<file path="src/verilog/emcs_defines.vh">
// register map, field positions and command codes for the margin command sequencer
`ifndef EMCS_DEFINES_VH
`define EMCS_DEFINES_VH
// register word offsets
`define EMCS_OFS_STATUS     4'h0
`define EMCS_OFS_INDEX      4'h1
`define EMCS_OFS_PARAM      4'h2
`define EMCS_OFS_CONFIG     4'h3
`define EMCS_OFS_IRQ_STAT   4'h4
`define EMCS_OFS_IRQ_MASK   4'h5
`define EMCS_OFS_MARGIN     4'h6
`define EMCS_OFS_PROT       4'h7
// status bit positions
`define EMCS_ST_CCF         7
`define EMCS_ST_ACC         5
`define EMCS_ST_PROT        4
`define EMCS_ST_VER         1
`define EMCS_ST_UNC         0
// irq status bit positions
`define EMCS_IRQ_DONE       0
`define EMCS_IRQ_ERR        1
// config bit positions
`define EMCS_CFG_SPECIAL    0
`define EMCS_CFG_SECURE     1
// command codes
`define EMCS_CMD_FMARGIN    8'h0E
`define EMCS_CMD_EVSECT     8'h10
`define EMCS_CMD_PROG       8'h11
`define EMCS_CMD_ERASE      8'h12
// parameter indices
`define EMCS_IX_001         3'h1
`define EMCS_IX_010         3'h2
`define EMCS_IX_101         3'h5
// margin encodings
`define EMCS_MRG_MAX        16'h0004
// block selection codes
`define EMCS_BLK_PFLASH     2'h0
`define EMCS_BLK_EEPROM     2'h1
// eeprom address window, 18-bit global addresses
`define EMCS_EE_HI          2'h0
`define EMCS_EE_BASE        16'h0400
`define EMCS_EE_END         16'h13FF
`define EMCS_SECT_MASK      16'hFFFC
// verify time per word in cycles
`define EMCS_WORD_CYC       4'h4
`endif

</file>
<file path="src/verilog/emcs_sequencer.v">
// eeprom margin command sequencer with avalon-mm register slave
//
// Added by the designer: register access over Avalon-MM and the register offsets.
`timescale 1ns/10ps
`default_nettype none
`include "emcs_defines.vh"

// Summary of operation
// - field margin command 0x0E accepted only in special mode, else access error
// - word 0 selects block, word 1 gives margin; applied, then completion flag
// - eeprom margin hits eeprom reads; pflash margin hits both
// - margin encodings 0x0000 through 0x0004 are valid
// - margin: access error on index not 001, bad block or bad level
// - any command not allowed in mode or security raises access error
// - section verify checks blank words; failure sets both verify flags
// - section verify access error: index, address, odd, past block end
// - program command 0x11 writes one to four words per launch index
// - program access error: index range, address, odd, past block end
// - program and erase on protected area raise protection flag, no change
// - after program or erase, verify and report errors, then complete
// - sector erase 0x12 erases the whole addressed sector then verifies
// - sector erase access error: index not 001, bad address, odd
// - clearing completion flag launches command with loaded words
module emcs_sequencer
(
  input  wire        clk_i,
  input  wire        rst_n_i,
  input  wire [3:0]  avs_address_i,
  input  wire        avs_read_i,
  input  wire        avs_write_i,
  input  wire [31:0] avs_writedata_i,
  output reg  [31:0] avs_readdata_o,
  output reg         avs_waitrequest_o,
  output reg         irq_o,
  output reg  [2:0]  pflash_margin_o,
  output reg  [2:0]  eeprom_margin_o,
  output reg         arr_req_o,
  output reg  [1:0]  arr_op_o,
  output reg  [15:0] arr_addr_o,
  output reg  [15:0] arr_data_o,
  input  wire        arr_ack_i,
  input  wire        arr_blank_fail_i,
  input  wire        arr_err_i,
  input  wire        arr_unc_i
);

  localparam ST_IDLE  = 2'h0;
  localparam ST_CHECK = 2'h1;
  localparam ST_RUN   = 2'h2;
  localparam ST_DONE  = 2'h3;

  localparam OP_READ  = 2'h0;
  localparam OP_PROG  = 2'h1;
  localparam OP_ERASE = 2'h2;

  // ---------------------------------------------------------------------------
  // registers
  // ---------------------------------------------------------------------------
  reg  [1:0]  state_q;
  reg         ccf_q;
  reg         acc_q;
  reg         prot_q;
  reg         ver_q;
  reg         unc_q;
  reg  [2:0]  index_q;
  reg  [15:0] param_q [0:5];
  reg  [1:0]  cfg_q;
  reg  [1:0]  irq_stat_q;
  reg  [1:0]  irq_mask_q;
  reg  [15:0] prot_lo_q;
  reg  [15:0] ex_word_q [0:5];
  reg  [2:0]  ex_ix_q;
  reg  [15:0] cur_addr_q;
  reg  [15:0] left_q;
  reg  [2:0]  wsel_q;
  reg         ack_s1_q;
  reg         ack_s2_q;
  reg         blank_s1_q;
  reg         blank_s2_q;
  reg         err_s1_q;
  reg         err_s2_q;
  reg         unc_s1_q;
  reg         unc_s2_q;
  reg         ack_d2_q;
  integer     i;

  wire        ack_rise = ack_s2_q & ~ack_d2_q;
  wire [7:0]  cmd      = ex_word_q[0][15:8];
  wire [1:0]  hi_addr  = ex_word_q[0][1:0];
  wire [15:0] lo_addr  = ex_word_q[1];
  wire [15:0] margin   = ex_word_q[1];
  wire [1:0]  blk_sel  = ex_word_q[0][1:0];
  wire        special  = cfg_q[`EMCS_CFG_SPECIAL];
  wire        secure   = cfg_q[`EMCS_CFG_SECURE];
  wire        addr_ok  = (hi_addr == `EMCS_EE_HI) && (lo_addr >= `EMCS_EE_BASE) &&
                         (lo_addr <= `EMCS_EE_END);
  wire        odd      = lo_addr[0];

  // section length in words for verify and program
  wire [15:0] nwords   = (cmd == `EMCS_CMD_EVSECT) ? ex_word_q[2] :
                         {13'h0000, ex_ix_q} - 16'h0001;
  wire [16:0] sect_end = {1'b0, lo_addr} + {nwords[14:0], 1'b0} - 17'h00001;
  wire        fits     = (nwords != 16'h0000) && (sect_end <= {1'b0, `EMCS_EE_END});
  wire [15:0] sect_adr = lo_addr & `EMCS_SECT_MASK;
  // last byte touched must sit below the protect bound, not only the first
  wire [16:0] sect_top = {1'b0, sect_adr} + 17'h00003;
  wire        in_prot  = (cmd == `EMCS_CMD_ERASE) ?
                         (sect_top >= {1'b0, prot_lo_q}) :
                         (sect_end >= {1'b0, prot_lo_q});

  // ---------------------------------------------------------------------------
  // launch checks
  // ---------------------------------------------------------------------------
  // judged on the captured copy, one cycle after launch
  reg         chk_acc;
  reg         chk_prot;
  always @*
  begin
    chk_acc  = 1'b0;
    chk_prot = 1'b0;
    case (cmd)
      `EMCS_CMD_FMARGIN:
      begin
        chk_acc = ~special | secure;
        if (ex_ix_q != `EMCS_IX_001)
          chk_acc = 1'b1;
        if (blk_sel != `EMCS_BLK_PFLASH && blk_sel != `EMCS_BLK_EEPROM)
          chk_acc = 1'b1;
        if (margin > `EMCS_MRG_MAX)
          chk_acc = 1'b1;
      end
      `EMCS_CMD_EVSECT:
      begin
        chk_acc = secure & ~special;
        if (ex_ix_q != `EMCS_IX_010 || !addr_ok || odd || !fits)
          chk_acc = 1'b1;
      end
      `EMCS_CMD_PROG:
      begin
        chk_acc = secure & ~special;
        if (ex_ix_q < `EMCS_IX_010 || ex_ix_q > `EMCS_IX_101)
          chk_acc = 1'b1;
        if (!addr_ok || odd || !fits)
          chk_acc = 1'b1;
        chk_prot = in_prot;
      end
      `EMCS_CMD_ERASE:
      begin
        chk_acc = secure & ~special;
        if (ex_ix_q != `EMCS_IX_001 || !addr_ok || odd)
          chk_acc = 1'b1;
        chk_prot = in_prot;
      end
      default:
        chk_acc = 1'b1;
    endcase
  end

  // ---------------------------------------------------------------------------
  // bus slave and sequencer
  // ---------------------------------------------------------------------------
  wire        wr       = avs_write_i & avs_waitrequest_o;
  wire        rd       = avs_read_i & avs_waitrequest_o;
  wire        launch   = wr && (avs_address_i == `EMCS_OFS_STATUS) &&
                         avs_writedata_i[`EMCS_ST_CCF] && ccf_q;
  wire        set_done = (state_q == ST_DONE);
  wire        idle     = ccf_q;

  always @(posedge clk_i or negedge rst_n_i)
  begin
    if (!rst_n_i)
    begin
      state_q           <= ST_IDLE;
      ccf_q             <= 1'b1;
      acc_q             <= 1'b0;
      prot_q            <= 1'b0;
      ver_q             <= 1'b0;
      unc_q             <= 1'b0;
      index_q           <= 3'h0;
      cfg_q             <= 2'h0;
      irq_stat_q        <= 2'h0;
      irq_mask_q        <= 2'h0;
      prot_lo_q         <= 16'hFFFF;
      ex_ix_q           <= 3'h0;
      cur_addr_q        <= 16'h0000;
      left_q            <= 16'h0000;
      wsel_q            <= 3'h0;
      avs_readdata_o    <= 32'h00000000;
      avs_waitrequest_o <= 1'b1;
      irq_o             <= 1'b0;
      pflash_margin_o   <= 3'h0;
      eeprom_margin_o   <= 3'h0;
      arr_req_o         <= 1'b0;
      arr_op_o          <= OP_READ;
      arr_addr_o        <= 16'h0000;
      arr_data_o        <= 16'h0000;
      ack_s1_q          <= 1'b0;
      ack_s2_q          <= 1'b0;
      blank_s1_q        <= 1'b0;
      blank_s2_q        <= 1'b0;
      err_s1_q          <= 1'b0;
      err_s2_q          <= 1'b0;
      unc_s1_q          <= 1'b0;
      unc_s2_q          <= 1'b0;
      ack_d2_q          <= 1'b0;
      for (i = 0; i < 6; i = i + 1)
      begin
        param_q[i]   <= 16'h0000;
        ex_word_q[i] <= 16'h0000;
      end
    end
    else
    begin
      // -----------------------------------------------------------------------
      // array result synchronisers
      // -----------------------------------------------------------------------
      ack_s1_q   <= arr_ack_i;
      ack_s2_q   <= ack_s1_q;
      ack_d2_q   <= ack_s2_q;
      blank_s1_q <= arr_blank_fail_i;
      blank_s2_q <= blank_s1_q;
      err_s1_q   <= arr_err_i;
      err_s2_q   <= err_s1_q;
      unc_s1_q   <= arr_unc_i;
      unc_s2_q   <= unc_s1_q;
      // one wait cycle per access, answer on the second edge
      avs_waitrequest_o <= ~((avs_read_i | avs_write_i) & avs_waitrequest_o);
      irq_o <= |(irq_stat_q & irq_mask_q);
      if (rd)
      begin
        case (avs_address_i)
          `EMCS_OFS_STATUS:
            avs_readdata_o <= {24'h000000, ccf_q, 1'b0, acc_q, prot_q, 2'h0, ver_q, unc_q};
          `EMCS_OFS_INDEX:    avs_readdata_o <= {29'h00000000, index_q};
          `EMCS_OFS_PARAM:
            avs_readdata_o <= (index_q <= `EMCS_IX_101) ?
                              {16'h0000, param_q[index_q]} : 32'h00000000;
          `EMCS_OFS_CONFIG:   avs_readdata_o <= {30'h00000000, cfg_q};
          `EMCS_OFS_IRQ_STAT: avs_readdata_o <= {30'h00000000, irq_stat_q};
          `EMCS_OFS_IRQ_MASK: avs_readdata_o <= {30'h00000000, irq_mask_q};
          `EMCS_OFS_MARGIN:
            avs_readdata_o <= {24'h000000, 1'b0, pflash_margin_o, 1'b0, eeprom_margin_o};
          `EMCS_OFS_PROT:     avs_readdata_o <= {16'h0000, prot_lo_q};
          default:            avs_readdata_o <= 32'h00000000;
        endcase
      end
      // parameter words and config are only writable while idle
      if (wr && idle)
      begin
        case (avs_address_i)
          `EMCS_OFS_INDEX:  index_q <= avs_writedata_i[2:0];
          `EMCS_OFS_PARAM:
            if (index_q <= `EMCS_IX_101)
              param_q[index_q] <= avs_writedata_i[15:0];
          `EMCS_OFS_CONFIG: cfg_q <= avs_writedata_i[1:0];
          `EMCS_OFS_PROT:   prot_lo_q <= avs_writedata_i[15:0];
          `EMCS_OFS_STATUS:
          begin
            if (avs_writedata_i[`EMCS_ST_ACC])
              acc_q <= 1'b0;
            if (avs_writedata_i[`EMCS_ST_PROT])
              prot_q <= 1'b0;
          end
          default: ;
        endcase
      end
      // -----------------------------------------------------------------------
      // interrupt status and mask
      // -----------------------------------------------------------------------
      if (wr && avs_address_i == `EMCS_OFS_IRQ_MASK)
        irq_mask_q <= avs_writedata_i[1:0];
      // set wins over the write-one clear
      irq_stat_q[`EMCS_IRQ_DONE] <= set_done |
        (irq_stat_q[`EMCS_IRQ_DONE] &
         ~(wr && avs_address_i == `EMCS_OFS_IRQ_STAT && avs_writedata_i[`EMCS_IRQ_DONE]));
      irq_stat_q[`EMCS_IRQ_ERR] <= (set_done & (acc_q | prot_q | ver_q)) |
        (irq_stat_q[`EMCS_IRQ_ERR] &
         ~(wr && avs_address_i == `EMCS_OFS_IRQ_STAT && avs_writedata_i[`EMCS_IRQ_ERR]));
      // -----------------------------------------------------------------------
      // command state machine
      // -----------------------------------------------------------------------
      case (state_q)
        ST_IDLE:
          if (launch && !acc_q && !prot_q)
          begin
            ccf_q   <= 1'b0;
            ver_q   <= 1'b0;
            unc_q   <= 1'b0;
            ex_ix_q <= index_q;
            for (i = 0; i < 6; i = i + 1)
              ex_word_q[i] <= param_q[i];
            state_q <= ST_CHECK;
          end
        ST_CHECK:
        begin
          if (chk_acc || chk_prot)
          begin
            acc_q   <= chk_acc;
            prot_q  <= chk_prot & ~chk_acc;
            state_q <= ST_DONE;
          end
          else if (cmd == `EMCS_CMD_FMARGIN)
          begin
            if (blk_sel == `EMCS_BLK_PFLASH)
            begin
              pflash_margin_o <= margin[2:0];
              eeprom_margin_o <= margin[2:0];
            end
            else
              eeprom_margin_o <= margin[2:0];
            state_q <= ST_DONE;
          end
          else
          begin
            wsel_q    <= 3'h2;
            arr_req_o <= 1'b1;
            if (cmd == `EMCS_CMD_ERASE)
            begin
              arr_op_o   <= OP_ERASE;
              cur_addr_q <= sect_adr;
              arr_addr_o <= sect_adr;
              left_q     <= 16'h0001;
            end
            else
            begin
              arr_op_o   <= (cmd == `EMCS_CMD_PROG) ? OP_PROG : OP_READ;
              cur_addr_q <= lo_addr;
              arr_addr_o <= lo_addr;
              left_q     <= nwords;
            end
            arr_data_o <= ex_word_q[2];
            state_q    <= ST_RUN;
          end
        end
        ST_RUN:
        begin
          // four-phase: hold request until synced ack, next word once ack is gone
          if (arr_req_o && ack_s2_q)
            arr_req_o <= 1'b0;
          if (ack_rise)
          begin
            // the array performs its own verify after program or erase
            if (blank_s2_q || err_s2_q)
              ver_q <= 1'b1;
            if (blank_s2_q || unc_s2_q)
              unc_q <= 1'b1;
          end
          if (!arr_req_o && !ack_s2_q)
          begin
            if (left_q <= 16'h0001)
              state_q <= ST_DONE;
            else
            begin
              left_q     <= left_q - 16'h0001;
              cur_addr_q <= cur_addr_q + 16'h0002;
              arr_addr_o <= cur_addr_q + 16'h0002;
              // long verify sections run past the last stored word
              arr_data_o <= (wsel_q < 3'h5) ? ex_word_q[wsel_q + 3'h1] : 16'h0000;
              wsel_q     <= wsel_q + 3'h1;
              arr_req_o  <= 1'b1;
            end
          end
        end
        ST_DONE:
        begin
          ccf_q   <= 1'b1;
          state_q <= ST_IDLE;
        end
        default: state_q <= ST_IDLE;
      endcase
    end
  end

endmodule // emcs_sequencer
`default_nettype wire

</file>
<file path="config.mk">
export PLATFORM = sky130hd
export DESIGN_NAME = emcs_sequencer
export DESIGN_NICKNAME = d
export VERILOG_FILES = /design/src/verilog/emcs_sequencer.v
export VERILOG_INCLUDE_DIRS = /design/src /design/src/verilog
export SDC_FILE = /design/constraint.sdc
export NUM_CORES = 1
export LEC_CHECK = 0
export BUFFER_PORTS_ARGS = -buffer_cell sky130_fd_sc_hd__buf_2
export CAP_MARGIN = 15
export CELL_PAD_IN_SITES_DETAIL_PLACEMENT = 1
export CELL_PAD_IN_SITES_GLOBAL_PLACEMENT = 2
export CORE_UTILIZATION = 40
export CTS_BUF_LIST = sky130_fd_sc_hd__clkbuf_16
export CTS_CLUSTER_DIAMETER = 40
export CTS_CLUSTER_SIZE = 28
export DETAILED_ROUTE_END_ITERATION = 16
export PLACE_DENSITY = 0.75
export SYNTH_ARGS = -nofsm -noshare
export SYNTH_HDL_FRONTEND = slang
export SYNTH_SLANG_ARGS = --single-unit
export TNS_END_PERCENT = 20
</file>
<file path="constraint.sdc">
create_clock -name clk_i -period 13.5 [get_ports clk_i]
set_input_delay 2.7 -clock clk_i [delete_from_list [all_inputs] [get_ports clk_i]]
set_output_delay 2.7 -clock clk_i [all_outputs]
set_load 0.05 [all_outputs]
</file>
# Word-level counts from Yosys, hierarchy flattened
# Index checks and enable logic that the tools add are counted.
# Widths: inputs -> output; s select.
word_totals:
  elab_cells: 252
  register_bits: 330
  out_inout_bits: 75
  inputBits: 44
classes:
  eq_ne: 26
  n_reduce_logical: 58
  mux: 77
  bitwise: 26
  add_sub_neg: 7
  magnitude_cmp: 14
ops:
  columns: ["operator", "n"]
  rows:
  - ["$mux 16", 21]
  - ["$pmux 16 s8", 1]
  - ["$bmux 16 s3", 2]
  - ["$bwmux 96", 1]
  - ["$pmux 16 s2", 3]
  - ["$demux 16 s3", 1]
  - ["$ge 17x16->1", 2]
  - ["$mux 1", 32]
  - ["$eq 8x5->1 const B", 3]
  - ["$ne 2x2->1 const B", 9]
  - ["$add 16x16->17", 1]
  - ["$add 16x2->17 const B", 1]
  - ["$le 17x13->1 const B", 1]
  - ["$logic_and 1x1->1", 17]
  - ["$sub 17x1->17 const B", 1]
  - ["$add 16x2->16 const B", 1]
  - ["$eq 4x3->1 const B", 4]
  - ["$ge 16x11->1 const B", 1]
  - ["$gt 16x3->1 const B", 1]
  - ["$le 16x1->1 const B", 1]
  - ["$le 16x13->1 const B", 1]
  - ["$reduce_bool 16->1", 1]
  - ["$sub 16x1->16 const B", 1]
  - ["$reduce_and 3->1", 5]
  - ["36 further kinds", 96]

# Depth between registers and ports, before layout
logic_depth:
  ltp_word: 14
  mapped_depth: 29
  ltp_nobuf: 27

# Worst setup path after synthesis
# No wires, ideal clock.
synth_timing:
  path_type: "register to register"
  startpoint: "register ex_word_q (netlist bit cmd[5])"
  endpoint: "register cur_addr_q[1]"
  setup_ns: 0.121
  arrival_time_ns: 5.250
  synth_period_minus_slack_ns: 5.371
  n_path_buf: 2
  required_time_ns: 13.379
  path_stages_with_launch: 29
  slack_ns: 8.129
  path_cell_list: "dfrtp_1 -> nor3_2 -> nand2b_1 -> or3_1 -> clkbuf_1 -> o21ai_0 -> ha_1 -> inv_1 -> ha_1 -> inv_1 -> fa_1 -> nor2b_1 -> o2111ai_1 -> nand2_1 -> a21o_1 -> a21oi_1 -> xnor2_1 -> ha_1 -> and4_1 -> o2111ai_1 -> a21oi_1 -> o41ai_1 -> o311ai_0 -> a31oi_1 -> nand3_1 -> a211oi_4 -> buf_2 -> o21ai_1 -> a22o_1"
synth_via:
  elab_chain_len: 13
  word_cells_on_any_way: 28
  classes_between: "add/sub: 2; order compare: 2; eq/ne: 6; mux: 10; reduce/logical: 8"
synth_rtl:
  columns: ["item", "line_no", "source"]
  rows:
  - ["start, declared", "emcs_sequencer.v:71", "reg [15:0] ex_word_q [0:5];"]
  - ["start signal, assigned by index", "emcs_sequencer.v:291", "ex_word_q[i] <= param_q[i];"]
  - ["$eq 8x5->1", "emcs_sequencer.v:121", "case (cmd)"]
  - ["$mux 16", "emcs_sequencer.v:100", "wire [15:0] nwords = (cmd == `EMCS_CMD_EVSECT) ? ex_word_q[2] :"]
  - ["$add 16x16->17", "emcs_sequencer.v:102", "wire [16:0] sect_end = {1'b0, lo_addr} + {nwords[14:0], 1'b0} - 17'h00001;"]
  - ["$sub 17x1->17", "emcs_sequencer.v:102", null]
  - ["$le 17x13->1", "emcs_sequencer.v:103", "wire fits = (nwords != 16'h0000) && (sect_end <= {1'b0, `EMCS_EE_END});"]
  - ["$logic_and 1x1->1", "emcs_sequencer.v:103", null]
  - ["$logic_not 1->1", "emcs_sequencer.v:135, emcs_sequencer.v:143", null]
  - ["$logic_or 1x1->1 (on tied branches)", "emcs_sequencer.v:143, emcs_sequencer.v:135", null]
  - ["$mux 1 (on tied branches)", "emcs_sequencer.v:143, emcs_sequencer.v:135", null]
  - ["$pmux 1 s4", "emcs_sequencer.v:121", null]
  - ["$logic_or 1x1->1", "emcs_sequencer.v:296", "if (chk_acc || chk_prot)"]
  - ["$ne 2x2->1 (no source line)", null, null]
  - ["$reduce_and 5->1 (no source line)", null, null]
  - ["end signal, assigned", "emcs_sequencer.v:320", "cur_addr_q <= sect_adr;"]
  - ["end signal, assigned", "emcs_sequencer.v:327", "cur_addr_q <= lo_addr;"]
  - ["end signal, assigned", "emcs_sequencer.v:355", "cur_addr_q <= cur_addr_q + 16'h0002;"]
  - ["end, declared", "emcs_sequencer.v:73", "reg [15:0] cur_addr_q;"]
# Parallel ways exist; a longest one is shown, timed or not. The select of a mux whose other input is x is not followed.
# A chain may end at the register's enable or synchronous reset.

# Worst setup path after layout
layout_timing:
  startpoint: "register ex_word_q (netlist bit cmd[3])"
  endpoint: "register cur_addr_q[1]"
# Same word-level chain as after synthesis.

==> results.md <==
- Status: finished clean
- Clk_lat worst skew: 0.61 ns
- Fmax: 128 MHz
- Critical path required time: 13.98 ns
- Number of flops mapped to enable cells by yosys: 0
- Final period util: 57.9%
- Post-synthesis async set-or-reset flop share: 100%
- Initial antenna violation count: 0
- Non-filler cells, final: 2,276
- Clock Skews: ~0.032 ns
- CTS Hold Bufs: 0
- Final WL: 56,100 µm
- Fin worst setup slack: 5.68 ns
- FILL cells: 4,584
- Vias per cell: 5.83
- Core ar.: 42,200 µm²
- Clk sink count: approximately 310
- RSZ-0062 raised after global routing: no
- Critical path arrival: 8.30 ns
- Router iterations before antenna repair: 5
- Initial drt markers: just under 800
- Yosys reg bits: roughly 310
- Final Hold Viols: 0
- Max Cap Viol: 0
- DRC violations left: 0
- Worst Max-Slew Pin Slew: 1.16 ns
- Gr ovfl total: 0
- Number of global-route vias before repair: approximately 14k
- Mapped Area: approximately 17,000 µm²
- Vias: 13.3k
- Syn Area/Cell: 10.7 µm²
- Ratio of cells with drive above 1 in the final layout: 28.6%
- Final Instance Area: 20,100 µm²
- Register area share after synthesis: 45.8%
- # setup viols final: 0
- Final Critical Period: 7.82 ns
- Gate Count Post-Synth: 1,613
- Startpoint Class: flip-flop
- Root buffer cell: clkbuf_16
- CP Class: reg -> reg
- Routed wire length per instance: around 25 µm
- All-layer global routing usage: a little over a quarter
- Row Count: 75
- Most used flip-flop cell after synthesis: dfrtp_1
- CP dominant cell by count: ha_1
- Nets: 1,805
- Worst setup EP type: flip-flop
- Setup TNS: 0 ns
- Most common library cell in the layout ignoring fill and taps: dfrtp_1
- Most frequent cells in the layout: dfrtp_1, mux2_2, a21oi_1, nand2_1, o21ai_0
- DIE HEIGHT: 209 µm
- DP Cell Count: between 2k and 2.5k
- First-pass GRT wire length: 87,100 µm
- Max_slew headroom: 22.6%
- CTS clk-pin slew, worst paths: 0.06 ns
- Maximum fanout along the worst path: 92
- Area after DPL: 18,100 µm²
- Leakage: 0.00956 µW
- Post-DRT Antenna Nets: 0
- Final GP Congestion: about 0.87
- Post-CTS setup buffers: 0
- Top-level I/O count: 119
- CTS tree: done
- Crit-path slowest cell: buf_4
- DIE AREA: 43,900 µm²
- Buf/Inv on CP: 3
- Die width: 209 µm
- Synth warn: 0
- Worst stage delay on the critical path: 0.76 ns
- Pre-CTS setup slack: 5.73 ns
- CTS H-tree depth: 2
- Pins Over Slew Limit: 0
- Tot Pwr: 2470 µW
- Delay-heaviest family, CP: compound AO/OA/AOI/OAI gates
- DPL Wire Length: 39,500 µm
- Port Buffers: 86
- Peak VDD IR: 0.000101 V
- Maximum number of pins on one net before global-route repair: 96
- Num CTS Buffers: 54
- Pwr Density: 123 nW/µm²
- Initial Utilization: 40.8%
- Area grow syn2layout: 16.5%
- CTS resizes: 0
- Clk buf depth: 3
- Min-Delay Path Class: reg -> reg
- Synth unique cells: 84
## worst register-to-register path: stages, from the launching register on
cell and delay, ns:
dfrtp_1 0.46, nor2_1 0.15, nand2_1 0.18, or3_1 0.53
o21ai_0 0.62, ha_1 0.36, inv_1 0.08, ha_1 0.18
inv_1 0.07, fa_1 0.42, nor2b_1 0.20, o2111ai_1 0.23
nand2_1 0.18, a21o_1 0.13, a21oi_1 0.07, xnor2_1 0.20
ha_1 0.27, and4_1 0.16, o2111ai_1 0.09, a21oi_1 0.10
o41ai_1 0.26, o311ai_0 0.19, a31oi_1 0.41, nand3_1 0.33
a211oi_4 0.56, buf_4 0.76, o21ai_1 0.24, a22o_1 0.28
## layer usage
metal / vias up / global-route usage [%] / wire [µm]
met5: - / 0 / 0
met2: 276 / 42.7 / 26600
met4: 0 / 8.36 / 1380
met1: 6891 / 35.9 / 25600
met3: 77 / 4.19 / 2490
li1: 6020 / - / -
## flip-flops by register name, summed over array words and instances (netlist names), 8 cells and up
register	cells
param_q	96
ex_word_q	70
arr_data_o	16
avs_readdata_o	16
cur_addr_q	16
left_q	16
lo_addr	16
prot_lo_q	16
cmd	8
## worst paths after layout
check / startpoint / end / slack, ns / depth (start not counted)
min in group asynchronous: rst_n_i / cur_addr_q[12] / 2.14 / 1
setup reg to reg: cmd[3] / cur_addr_q[1] / 5.68 / 27
hold / removal: unc_s1_q / unc_s2_q / 0.35 / 0
max in group asynchronous: rst_n_i / ex_word_q[82] / 8.95 / 3
hold reg to reg: unc_s1_q / unc_s2_q / 0.35 / 0
setup / recovery: cmd[3] / cur_addr_q[1] / 5.68 / 27
## power by group
part / switching (µW) / internal, µW / total, µW
registers: 4.82 / 950 / 955
logic: 65.3 / 13.7 / 79.0
clock network: 538 / 903 / 1440
total: 608 / 1870 / 2470
## synthesized netlist by cell type, types with 6 or more instances
master / instances / share of area [%]
mux4_2: 21 / 2.7
a2bb2oi_1: 7 / 0.36
dfrtp_1: 296 / 43
nand4_1: 21 / 0.76
nor4_1: 16 / 0.58
and3_1: 7 / 0.25
o21ai_0: 89 / 2.6
mux2_2: 213 / 14
nor2_1: 85 / 1.9
xor2_1: 6 / 0.31
dfstp_2: 18 / 2.7
nand2b_1: 16 / 0.58
and2_1: 6 / 0.22
ha_1: 71 / 5.2
o211ai_1: 10 / 0.44
inv_1: 82 / 1.8
nand2_1: 108 / 2.4
buf_2: 8 / 0.23
nor2b_1: 7 / 0.25
a21oi_1: 123 / 3.6
nand3_1: 31 / 0.90
o21a_1: 12 / 0.52
clkbuf_1: 73 / 1.6
xnor2_1: 8 / 0.41
nor3b_1: 6 / 0.26
a31oi_1: 10 / 0.36
a21o_1: 9 / 0.39
nor3_1: 44 / 1.3
mux2i_1: 42 / 2.4
o22ai_1: 17 / 0.62
buf_4: 18 / 0.78
## cells by family after synthesis
logic type | count (synthesis) | share of synthesized area, %
buffers and inverters | 189 | 4.66
DFF | 314 | 45.8
muxes | 276 | 19.1
other | 1 | 0.0218
xor gates and xnor gates | 14 | 0.712
AOI/OAI and AO/OA | 361 | 13.3
adders and majority gates | 72 | 5.28
and+or+nand+nor | 386 | 11.2
## area by class of cell
cell class	instances	area, µm²	share of cell area (%)
multi-input cells	1125	8630	43.0
diodes	2	5.00	0.0250
clock inverters	48	574	2.86
well taps	539	674	3.36
clock buffers	54	1350	6.74
repair buffers	111	628	3.13
inverters	83	312	1.55
flip-flops and latches	314	7880	39.3
## through the flow
stage	utilization, %	hold slack, ns
5_1_grt	47.5	0.358
2_1_floorplan	-	0.331
4_1_cts	47.5	0.349
3_3_place_gp	42.9	0.336
3_5_place_dp	42.9	0.336
6_report	47.5	0.349
No activity file was read; power rests on OpenSTA's default activity.
